<file path="config.mk">
export PLATFORM = sky130hd
export DESIGN_NAME = ssp_spi_port
export DESIGN_NICKNAME = d
export VERILOG_FILES = /design/src/pkg/ssp_pkg.sv /design/src/verilog/ssp_spi_port.sv
export SDC_FILE = /design/constraint.sdc
export NUM_CORES = 1
export LEC_CHECK = 0
export BUFFER_PORTS_ARGS = -buffer_cell sky130_fd_sc_hd__buf_2
export CORE_ASPECT_RATIO = 0.7
export CORE_UTILIZATION = 51
export DETAILED_ROUTE_END_ITERATION = 10
export PLACE_DENSITY = 0.8
export RECOVER_POWER = 50
export SLEW_MARGIN = 20
export SYNTH_ARGS = -nofsm -noshare
export SYNTH_HDL_FRONTEND = slang
export SYNTH_SLANG_ARGS = --single-unit
</file>
<file path="constraint.sdc">
create_clock -name hclk -period 2.5 [get_ports hclk]
set_clock_uncertainty 0.15 [all_clocks]
set_input_delay 0.5 -clock hclk [delete_from_list [all_inputs] [get_ports hclk]]
set_output_delay 0.5 -clock hclk [all_outputs]
set_load 0.05 [all_outputs]
</file>
<file path="src/pkg/ssp_pkg.sv">
//
// Behaviour
// (RULE_01) Three-bit mode field in mode control selects SPI or I2C personality.
// (RULE_02) SPI uses data in, data out, serial clock and active-low select.
// (RULE_03) The master starts every transfer and alone drives the serial clock.
// (RULE_04) Only one select pin; extra slaves need general-purpose pins.
// (RULE_05) Select enable 1 makes select pin functional; 0 leaves it floating.
// (RULE_06) Module on bit works only when the pin option assigns the pins.
// (RULE_07) Static options decide whether select enable and collision bit function.
// (RULE_08) One 8-bit data register holds both sent and received byte.
// (RULE_09) Software loads byte before transfer and reads result after it.
// (RULE_10) Full duplex: one bit out and one bit in per clock.
// (RULE_11) Software selects LSB-first or MSB-first shift order.
// (RULE_12) Software selects rising or falling capture edge.
// (RULE_13) Mode control holds enable, clock rate, peripheral clock enable and divider.
// (RULE_14) Each transfer moves exactly eight bits, then stops.
// (RULE_15) Modes 000-010 master /4,/16,/64; 011 sub; 100 timer/2; 101 slave; 110 I2C.
// (RULE_16) Master data write starts transfer; completion sets sticky complete flag.
// (RULE_17) Data write during transfer is discarded and sets collision flag.
// (RULE_18) Polarity 0 idles clock high, 1 idles low; edge bit picks capture edge.
package ssp_pkg;
    // ----------------------------------------------------------------
    // register map (byte addresses)
    // ----------------------------------------------------------------
    localparam logic [7:0] SSP_ADDR_MODE   = 8'h00;
    localparam logic [7:0] SSP_ADDR_DATA   = 8'h04;
    localparam logic [7:0] SSP_ADDR_FORMAT = 8'h08;
    localparam logic [7:0] SSP_ADDR_STATUS = 8'h0C;
    localparam logic [7:0] SSP_ADDR_MASK   = 8'h10;
    localparam int         SSP_ADDR_W      = 8;
    // ----------------------------------------------------------------
    // fields
    // ----------------------------------------------------------------
    localparam int MODE_SEL_HI   = 7;
    localparam int MODE_SEL_LO   = 5;
    localparam int MODE_PCK_EN   = 4;
    localparam int MODE_PCK_HI   = 3;
    localparam int MODE_PCK_LO   = 2;
    localparam int MODE_ON       = 1;
    localparam int FMT_POL       = 5;
    localparam int FMT_EDGE      = 4;
    localparam int FMT_MSB       = 3;
    localparam int FMT_SELECT_PIN_ENABLE      = 2;
    localparam int FMT_WRITE_COLLISION_FLAG      = 1;
    localparam int FMT_TRF       = 0;
    localparam int IRQ_W         = 2;
    localparam logic [7:0] MODE_RESET = 8'hE0;
    localparam logic [7:0] MODE_WMASK = 8'hFE;
    localparam logic [7:0] FMT_RESET  = 8'h00;
    // ----------------------------------------------------------------
    // mode field encodings
    // ----------------------------------------------------------------
    typedef enum logic [2:0] {
        SSP_M_DIV4  = 3'b000,
        SSP_M_DIV16 = 3'b001,
        SSP_M_DIV64 = 3'b010,
        SSP_M_SUB   = 3'b011,
        SSP_M_TMR   = 3'b100,
        SSP_M_SLAVE = 3'b101,
        SSP_M_I2C   = 3'b110,
        SSP_M_NONE  = 3'b111
    } ssp_mode_type;
    typedef enum logic [1:0] {
        SSP_IDLE  = 2'b00,
        SSP_LEAD  = 2'b01,
        SSP_TRAIL = 2'b10
    } ssp_state_type;
    localparam int SSP_DIV4_HALF  = 2;
    localparam int SSP_DIV16_HALF = 8;
    localparam int SSP_DIV64_HALF = 32;
    localparam logic [2:0] SSP_BITS_LAST = 3'h7;
    localparam logic [5:0] SSP_CNT_ONE   = 6'h01;
endpackage

</file>
<file path="src/verilog/ssp_spi_port.sv">
// Implementation choices: register access over AHB-Lite and the placing of the registers.
`timescale 1ns/1ns
module ssp_spi_port import ssp_pkg::*; (
    input  wire logic        hclk,
    input  wire logic        hresetn,
    input  wire logic        hsel,
    input  wire logic [31:0] haddr,
    input  wire logic [1:0]  htrans,
    input  wire logic        hwrite,
    input  wire logic [2:0]  hsize,
    input  wire logic [31:0] hwdata,
    input  wire logic        hready,
    output logic      [31:0] hrdata,
    output logic             hreadyout,
    output logic             hresp,
    input  wire logic        opt_pins_enable,
    input  wire logic        opt_select_pin_enable_enable,
    input  wire logic        opt_write_collision_flag_enable,
    input  wire logic        sub_clk_tick,
    input  wire logic        timer_tone_output,
    input  wire logic        sdi_in,
    output logic             sdo_out,
    output logic             sdo_oe,
    input  wire logic        sck_in,
    output logic             sck_out,
    output logic             sck_oe,
    input  wire logic        slave_select_n_in,
    output logic             slave_select_n_out,
    output logic             slave_select_n_oe,
    output logic             irq
);
    // ----------------------------------------------------------------
    // state
    // ----------------------------------------------------------------
    typedef struct packed {
        logic                ap_wr;
        logic                ap_rd;
        logic [SSP_ADDR_W-1:0] ap_addr;
        logic [31:0]         rdata;
        logic [7:0]          mode;
        logic [7:0]          fmt;
        logic [7:0]          shift;
        logic [IRQ_W-1:0]    mask;
        ssp_state_type       st;
        logic [2:0]          bits;
        logic [5:0]          cnt;
        logic                sck;
        logic                sdo;
        logic                sin;
        logic [2:0]          sck_s;
        logic [2:0]          sdi_s;
        logic [2:0]          ss_s;
        logic [2:0]          sub_s;
        logic [2:0]          tmr_s;
        logic                tmr_half;
        logic                frame;
    } ssp_regs_type;

    ssp_regs_type r_reg, r_next;

    logic         on;
    logic         active;
    logic         is_master;
    logic         tick;
    logic [5:0]   half;
    logic         capture;
    logic         launch;
    logic         ssck_rise;
    logic         ssck_fall;
    logic         ss_low;
    logic         data_wr;
    ssp_mode_type mode_f;

    assign mode_f    = ssp_mode_type'(r_reg.mode[MODE_SEL_HI:MODE_SEL_LO]);
    assign on        = r_reg.mode[MODE_ON] & opt_pins_enable;                  // [RULE_06]
    assign is_master = on && (mode_f <= SSP_M_TMR);                            // [RULE_15]
    assign active    = (r_reg.st != SSP_IDLE);
    assign ssck_rise = (r_reg.sck_s[1] == r_reg.sck_s[2]) ? 1'b0 : r_reg.sck_s[1];
    assign ssck_fall = (r_reg.sck_s[1] != r_reg.sck_s[2]) & ~r_reg.sck_s[1];
    assign ss_low    = ~(r_reg.ss_s[1] & r_reg.ss_s[2]) & ~(r_reg.ss_s[1] | r_reg.ss_s[2]);
    assign data_wr   = r_reg.ap_wr && (r_reg.ap_addr == SSP_ADDR_DATA);

    always_comb begin
        unique case (mode_f)
            SSP_M_DIV4:  half = 6'(SSP_DIV4_HALF);
            SSP_M_DIV16: half = 6'(SSP_DIV16_HALF);
            default:     half = 6'(SSP_DIV64_HALF);
        endcase
    end

    always_comb begin
        tick = 1'b0;
        unique case (mode_f)
            SSP_M_SUB:  tick = r_reg.sub_s[1] & ~r_reg.sub_s[2];
            SSP_M_TMR:  tick = r_reg.tmr_s[1] & ~r_reg.tmr_s[2] & r_reg.tmr_half;
            default:    tick = (r_reg.cnt == SSP_CNT_ONE);
        endcase
    end

    // slave-mode edges: capture edge per polarity/edge bits
    always_comb begin
        // pol 0 idle high: edge 0 capture rising; pol 1 idle low: edge 0 capture falling
        if (r_reg.fmt[FMT_POL] ^ r_reg.fmt[FMT_EDGE]) begin                    // [RULE_18] [RULE_12]
            capture = ssck_fall;
            launch  = ssck_rise;
        end else begin
            capture = ssck_rise;
            launch  = ssck_fall;
        end
    end

    always_comb begin
        r_next = r_reg;
        // ------------------------------------------------------------
        // synchronisers
        // ------------------------------------------------------------
        r_next.sck_s = {r_reg.sck_s[1:0], sck_in};
        r_next.sdi_s = {r_reg.sdi_s[1:0], sdi_in};
        r_next.ss_s  = {r_reg.ss_s[1:0], slave_select_n_in};
        r_next.sub_s = {r_reg.sub_s[1:0], sub_clk_tick};
        r_next.tmr_s = {r_reg.tmr_s[1:0], timer_tone_output};
        if (r_reg.tmr_s[1] & ~r_reg.tmr_s[2])
            r_next.tmr_half = ~r_reg.tmr_half;
        // ------------------------------------------------------------
        // bus address phase
        // ------------------------------------------------------------
        r_next.ap_wr   = hsel & hready & htrans[1] & hwrite;
        r_next.ap_rd   = hsel & hready & htrans[1] & ~hwrite;
        r_next.ap_addr = haddr[SSP_ADDR_W-1:0];
        r_next.rdata   = '0;
        if (hsel & hready & htrans[1] & ~hwrite) begin
            unique case (haddr[SSP_ADDR_W-1:0])
                SSP_ADDR_MODE:   r_next.rdata = {24'h0, r_reg.mode};
                SSP_ADDR_DATA:   r_next.rdata = {24'h0, r_reg.shift};          // [RULE_08]
                SSP_ADDR_FORMAT: r_next.rdata = {24'h0, r_reg.fmt};
                SSP_ADDR_STATUS: r_next.rdata = {30'h0, r_reg.fmt[FMT_WRITE_COLLISION_FLAG], r_reg.fmt[FMT_TRF]};
                SSP_ADDR_MASK:   r_next.rdata = {30'h0, r_reg.mask};
                default:         r_next.rdata = '0;
            endcase
        end
        // ------------------------------------------------------------
        // register writes
        // ------------------------------------------------------------
        if (r_reg.ap_wr) begin
            unique case (r_reg.ap_addr)
                SSP_ADDR_MODE:   r_next.mode = hwdata[7:0] & MODE_WMASK;       // [RULE_01] [RULE_13]
                SSP_ADDR_FORMAT: r_next.fmt  = hwdata[7:0];
                SSP_ADDR_STATUS: begin
                    if (hwdata[FMT_TRF])  r_next.fmt[FMT_TRF]  = 1'b0;
                    if (hwdata[FMT_WRITE_COLLISION_FLAG]) r_next.fmt[FMT_WRITE_COLLISION_FLAG] = 1'b0;
                end
                SSP_ADDR_MASK:   r_next.mask = hwdata[IRQ_W-1:0];
                default:         ;
            endcase
        end
        if (data_wr) begin
            if (active) begin
                if (opt_write_collision_flag_enable)
                    r_next.fmt[FMT_WRITE_COLLISION_FLAG] = 1'b1;                               // [RULE_17] [RULE_07]
            end else begin
                r_next.shift = hwdata[7:0];                                    // [RULE_09]
                r_next.sdo   = r_reg.fmt[FMT_MSB] ? hwdata[7] : hwdata[0];     // [RULE_11]
                if (is_master) begin                                           // [RULE_16] [RULE_03]
                    r_next.st   = SSP_LEAD;
                    r_next.bits = '0;
                    r_next.cnt  = half;
                end
            end
        end
        // ------------------------------------------------------------
        // shifter
        // ------------------------------------------------------------
        // select stays low one cycle past the last toggle so the far side sees it
        r_next.frame = active;
        if (!on) begin
            r_next.st  = SSP_IDLE;
            r_next.sck = ~r_reg.fmt[FMT_POL];
        end else if (is_master) begin
            if (r_reg.cnt != '0)
                r_next.cnt = r_reg.cnt - SSP_CNT_ONE;
            if (r_reg.st == SSP_IDLE)
                r_next.sck = ~r_reg.fmt[FMT_POL];                              // [RULE_18]
            if (active && tick) begin
                r_next.cnt = half;
                r_next.sck = ~r_reg.sck;
                if (r_reg.st == SSP_LEAD) begin
                    r_next.st = SSP_TRAIL;
                    if (r_reg.fmt[FMT_EDGE]) begin
                        // edge 1: the leading toggle is the capture edge
                        r_next.sin = sdi_in;                                   // [RULE_10] [RULE_12]
                    end else if (r_reg.bits != '0) begin
                        // edge 0: leading toggle launches; first bit already stands
                        r_next.shift = r_reg.fmt[FMT_MSB] ? {r_reg.shift[6:0], r_reg.sin}
                                                          : {r_reg.sin, r_reg.shift[7:1]};
                        r_next.sdo   = r_reg.fmt[FMT_MSB] ? r_reg.shift[6] : r_reg.shift[1];
                    end
                end else begin
                    r_next.bits = r_reg.bits + 3'h1;
                    r_next.st   = SSP_LEAD;
                    if (r_reg.fmt[FMT_EDGE]) begin
                        r_next.shift = r_reg.fmt[FMT_MSB] ? {r_reg.shift[6:0], r_reg.sin}
                                                          : {r_reg.sin, r_reg.shift[7:1]};
                        r_next.sdo   = r_reg.fmt[FMT_MSB] ? r_reg.shift[6] : r_reg.shift[1];
                    end else begin
                        r_next.sin = sdi_in;                                   // [RULE_12]
                    end
                    if (r_reg.bits == SSP_BITS_LAST) begin                     // [RULE_14]
                        r_next.st = SSP_IDLE;
                        r_next.fmt[FMT_TRF] = 1'b1;                            // [RULE_16]
                        // with edge 0 the data line is left alone: the far side samples it on this toggle
                        if (!r_reg.fmt[FMT_EDGE])
                            r_next.shift = r_reg.fmt[FMT_MSB] ? {r_reg.shift[6:0], sdi_in}
                                                              : {sdi_in, r_reg.shift[7:1]};
                    end
                end
            end
        end else if (mode_f == SSP_M_SLAVE) begin
            if (r_reg.fmt[FMT_SELECT_PIN_ENABLE] & opt_select_pin_enable_enable & ~ss_low) begin         // [RULE_05]
                r_next.st   = SSP_IDLE;
                r_next.bits = '0;
            end else if (capture) begin
                r_next.shift = r_reg.fmt[FMT_MSB] ? {r_reg.shift[6:0], r_reg.sdi_s[2]}
                                                  : {r_reg.sdi_s[2], r_reg.shift[7:1]};
                r_next.bits  = r_reg.bits + 3'h1;
                r_next.st    = SSP_TRAIL;
                if (r_reg.bits == SSP_BITS_LAST) begin                         // [RULE_14]
                    r_next.st = SSP_IDLE;
                    r_next.fmt[FMT_TRF] = 1'b1;
                end
            end else if (launch && active) begin
                r_next.sdo = r_reg.fmt[FMT_MSB] ? r_reg.shift[7] : r_reg.shift[0];
            end
        end
        if (!opt_write_collision_flag_enable)
            r_next.fmt[FMT_WRITE_COLLISION_FLAG] = 1'b0;
    end

    always_ff @(posedge hclk or negedge hresetn) begin
        if (!hresetn) begin
            r_reg          <= '0;
            r_reg.mode     <= MODE_RESET;
            r_reg.fmt      <= FMT_RESET;
            r_reg.sck      <= 1'b1;
            r_reg.sck_s    <= 3'h7;
            r_reg.ss_s     <= 3'h7;
        end else begin
            r_reg <= r_next;
        end
    end

    // ----------------------------------------------------------------
    // outputs
    // ----------------------------------------------------------------
    assign hrdata             = r_reg.rdata;
    assign hreadyout          = 1'b1;
    assign hresp              = 1'b0;
    assign sdo_out            = r_reg.sdo;                                     // [RULE_02]
    assign sdo_oe             = on && (mode_f <= SSP_M_SLAVE);
    assign sck_out            = r_reg.sck;
    assign sck_oe             = is_master;                                     // [RULE_03]
    // one select only; further slaves need general-purpose pins
    assign slave_select_n_out = ~(active | r_reg.frame);                       // [RULE_04]
    assign slave_select_n_oe  = is_master & r_reg.fmt[FMT_SELECT_PIN_ENABLE] & opt_select_pin_enable_enable; // [RULE_05] [RULE_07]
    assign irq                = |({r_reg.fmt[FMT_WRITE_COLLISION_FLAG], r_reg.fmt[FMT_TRF]} & r_reg.mask);
endmodule

</file>
# --- Word-level counts from Yosys, hierarchy flattened ---
# Cells that the tools add are included.
word_totals:
  register_bits: 97
  latchBits: 0
  ramBits: 0
  rom_bits: 0
  in_bits: 82
  output_inout_bits: 41
  elab_cells: 163
  n_memories: 0
op_classes:
  addsub: 2
  multipliers: 0
  div: 0
  n_lt_le_gt_ge: 2
  eq_ne: 21
  shift: 0
  mux: 69
  bitwise: 30
  reduce_logical: 18
ops:
  columns: ["operator", "count"]
  rows:
  - ["8-bit two-way mux", 11]
  - ["9-bit two-way mux", 8]
  - ["8-bit case mux with 5 select lines", 1]
  - ["11-bit two-way mux", 3]
  - ["8-bit by 4-bit equality test with 1-bit output (second input constant)", 4]
  - ["1-bit two-way mux", 29]
  - ["5-bit two-way mux", 4]
  - ["8-bit by 3-bit equality test with 1-bit output (second input constant)", 2]
  - ["8-bit by 5-bit equality test with 1-bit output (second input constant)", 2]
  - ["8-bit logical NOT", 2]
  - ["1-bit AND", 15]
  - ["14-bit two-way mux", 1]
  - ["2-bit two-way mux", 6]
  - ["6-bit case mux with 2 select lines", 1]
  - ["1-bit NOT", 11]
  - ["3-bit equality test (second input constant)", 3]
  - ["2-bit AND reduction", 4]
  - ["7-bit two-way mux", 1]
  - ["6-bit by 1-bit equality test with 1-bit output (second input constant)", 1]
  - ["3-bit <= comparator (second input constant)", 2]
  - ["6-bit two-way mux", 1]
  - ["6-bit nonzero test", 1]
  - ["6-bit by 1-bit subtractor with 6-bit output (second input constant)", 1]
  - ["1-bit logical AND", 5]
  - ["21 further kinds", 23]

# --- Depth between registers and ports, before layout ---
depth:
  depth_word: 10
  ltp_mapped: 8
  mapped_depth_nobuf: 8

# --- Least setup slack after synthesis ---
# OpenSTA, ideal clock, no wires.
synth_timing:
  path_type: "register to output"
  startpoint: "register r_reg (netlist bit mode_f[0])"
  endpoint: "output port slave_select_n_oe"
  t_arrival_ns: 1.945
  slack_ns: -0.095
  stages_incl_launch_ff: 6
  path_cell_list: "dfstp_2 -> clkbuf_1 -> o21ai_1 -> nand2_1 -> inv_1 -> and3_1"
synth_via:
  elab_chain_len: 4
synth_lines:
  columns: ["element", "line", "text"]
  rows:
  - ["start, declared", "ssp_spi_port.sv:59", "ssp_regs_type r_reg, r_next;"]
  - ["start signal, assigned", "ssp_spi_port.sv:247", "r_reg <= r_next;"]
  - ["3-bit <= comparator", "ssp_spi_port.sv:76", "assign is_master = on && (mode_f <= SSP_M_TMR);"]
  - ["1-bit logical AND", "ssp_spi_port.sv:76", null]
  - ["net sck_oe", "ssp_spi_port.sv:26", "output logic sck_oe,"]
  - ["1-bit AND (2 in series)", "ssp_spi_port.sv:263", "assign slave_select_n_oe = is_master & r_reg.fmt[FMT_SELECT_PIN_ENABLE] & opt_select_pin_enable_enable;"]
  - ["end, declared", "ssp_spi_port.sv:29", "output logic slave_select_n_oe,"]
# The timed path passes the listed nets, and every way through them passes these cells.

# --- Worst setup path after layout ---
layout_timing:
  startpoint: "register r_reg (netlist bit mode_f[1])"
  endpoint: "output port slave_select_n_oe"
layout_via:
  elab_chain_len: 4
layout_lines:
  columns: ["element", "line"]
  rows:
  - ["3-bit <= comparator", "ssp_spi_port.sv:76"]
  - ["1-bit logical AND", "ssp_spi_port.sv:76"]
  - ["1-bit AND (2 in series)", "ssp_spi_port.sv:263"]
# No other way between the ends.

==> flow_summary_export.csv <==
group,metric,value,unit
route,ant_nets,0,
global_routing,antenna_found_initial,0,
floorplan,io_pins,123,
synth,syn_area,0.00393,sq mm
run,cap_violations,1,
worst_setup_path,critical_path_class,"flip-flop to primary output",
global_routing,grt_max_degree,74,
global_routing,overflow,0,
clocking,h-tree-depth,3,
synth,ys_seq_area_frac,0.468,
power,seqPwrFrac,0.465,
place,place_inst,528,
floorplan,die_area,0.00807,sq mm
worst_setup_path,cp-start-kind,"flip-flop",
clocking,root_buffer,"clkbuf_8",
floorplan,coreArea,0.00738,sq mm
power,clkPwrFrac,0.323,
route,wl,9250,microns
worst_setup_path,required,1.85,ns
synth,synth_cell_types,64,
layout,mostFrequentLayoutCell,"dfrtp_1",
synth,yosysWarnings,0,
worst_setup_path,endpoint_kind,"primary output",
worst_setup_path,rrSetupSlack,0.08,ns
global_routing,grt_pass1_vias,2879,
timing,holdWs,0.0855,ns
layout,layout-drive-gt1-share,0.270,
layout,fin_nets,538,
power,p_per_area,672,mW/mm^2
global_routing,grt_usage,0.241,
synth,async_reset_ff_frac,1.00,
timing,fin_crit,2.45,ns
power,p_leak,2.12,nW
place,hpwl,6580,microns
place,port_buffers,44,
route,drcViolationCount,0,
layout,mostFrequentLayoutCells,"63 x dfrtp_1, 40 x buf_2, 33 x nor2_1",
place,place_congestion,0.953,
global_routing,grt_first_pass_wirelength,14400,microns
synth,syn_inst,389,
route,dr.pass1.iters,5,
floorplan,start_util,0.533,
layout,post-route-util,0.613,
timing,final.setup.tns,0,ns
route,vias,3144,
floorplan,die_w,107,microns
timing,clock.fmax,0.409,GHz
clocking,clk_pin_slew_worst_paths,0.07,ns
worst_setup_path,r2r_cells,7,
layout,multi_input_area,0.00183,sq mm
route,drt-initial-drc-count,189,
timing,period_share,0.979,
timing,slew_violations,74,
layout,area_growth,15.0,%
power,switching_share,0.317,
synth,ys.flop_type,"dfrtp_1",
clocking,cts-buffers-inserted,9,
timing,setup_violations,0,
layout,fill_cells,614,
clocking,cts_tree,"done",
worst_setup_path,reg2reg_from,"r_reg[90]",
power,p_total,3.04,mW
layout,stdcell_count,554,
timing,relSlewSlack,-0.200,
power,p_sw,963,uW
layout,largest_reg_flops,50,
min_path,min_path_cells,1,
worst_setup_path,rr_endpoint,"r_reg[21]",
worst_setup_path,crit_start,"mode_f[1]",
layout,register_area,0.00184,sq mm
floorplan,row_count,26,
min_path,min_to,"r_next[15]",
status,status,"finished with violations",
synth,synth-edff-count,0,
synth,ys_ff_latch,73,
clocking,cts_sinks,73,
power,comb_power_share,0.212,
layout,antenna_cells,0,
floorplan,die_h,75.5,microns
route,wl_per_cell,16.7,microns
status,violations,"capacitance limit, slew limit",
min_path,hp-start,"sck_in",
worst_setup_path,crit_arrival,1.80,ns
min_path,hold_path.class,"input pin to flip-flop",
power,ir_drop,468,uV
clocking,clock_latency,0.36,ns
synth,avgSynthCellArea,10.1,sq um
route,via_per_inst,5.68,
timing,finalHoldViolCount,0,
timing,worst_pin_slew,1.80,ns
worst_setup_path,crit_fanout,7,
clocking,cts_buffer_depth,2,
power,p_int,2.08,mW
timing,rsz0062_at_grt,"yes",
[metrics by stage]
step / instance area (sq um) / worst slack, ns
6_report: 4520 / 0.0522
5_1_grt: 4520 / -0.00861
4_1_cts: 4460 / 0.0378
3_5_place_dp: 4240 / 0.0583
3_3_place_gp: 4240 / 0.134
2_1_floorplan: 4030 / 0.0159
[kinds of logic (layout without fill, tap and decap cells)]
family                   count (synthesis)  count (layout)  share of synthesized area
AO/OA/AOI/OAI                           91              91                      0.148
XOR/XNOR                                 2               2                    0.00445
adder cells (fa/ha/maj)                  5               5                     0.0159
buffers and inverters                   64             107                     0.0964
flip-flops                              73              73                      0.468
multiplexers                            46              46                      0.122
other                                    2              26                    0.00191
AND/OR/NAND/NOR                        106             106                      0.144
[area by class of cell]
cell class	count	share of cell area
inverter	15	0.0124
sequential	73	0.407
timing repair buffer	76	0.103
multi-input combinational	276	0.403
clock buffer	12	0.0365
tap	98	0.0271
clock inverter	4	0.0111
[cells in the mapped netlist (6+ instances only)]
master / n / area share
a21oi_1: 22 / 0.028
nor2b_1: 6 / 0.0095
mux2i_1: 30 / 0.076
nand2_1: 25 / 0.024
nor2_1: 33 / 0.031
o21ai_0: 24 / 0.031
dfrtp_1: 63 / 0.40
dfstp_2: 10 / 0.067
buf_4: 35 / 0.067
inv_1: 15 / 0.014
nor3_1: 6 / 0.0076
mux2_2: 16 / 0.046
clkbuf_1: 11 / 0.010
[worst max-delay path: stages, from the launching register on]
cell and delay, ns:
dfstp_2 0.62, o21ai_1 0.13, nand2_2 0.18, inv_1 0.09, and3_2 0.21, buf_2 0.21
[power by group through the flow]
| stage | combinational (mW) | sequential, mW | clock, mW |
|---|---|---|---|
| after floorplan | 0.481 | 1.40 | 0 |
| after global placement | 0.601 | 1.42 | 0 |
| after detailed placement | 0.626 | 1.43 | 0 |
| after CTS | 0.631 | 1.41 | 1.01 |
| after global routing | 0.711 | 1.43 | 1.05 |
| final | 0.645 | 1.41 | 0.983 |
[per-layer routing]
metal	vias up	GRT usage	routed length, microns
li1	1456	-	-
met1	1537	0.345	4440
met2	138	0.343	3950
met3	13	0.0924	755
met4	0	0.0654	108
met5	-	0	0
[worst max-delay path by stage]
stage,end,cells past startpoint
2_1_floorplan,slave_select_n_oe,5
3_3_place_gp,r_reg[40],7
3_5_place_dp,r_reg[40],7
4_1_cts,slave_select_n_oe,5
5_1_grt,r_reg[52],4
6_report,slave_select_n_oe,5
[timing repair]
item	CTS	global route
resized for setup	1	3
setup buffers	1	9
pin swaps	0	1
endpoints found under the setup margin	2	7
hold buffers	0	0
(Power assumes the default switching activity.)
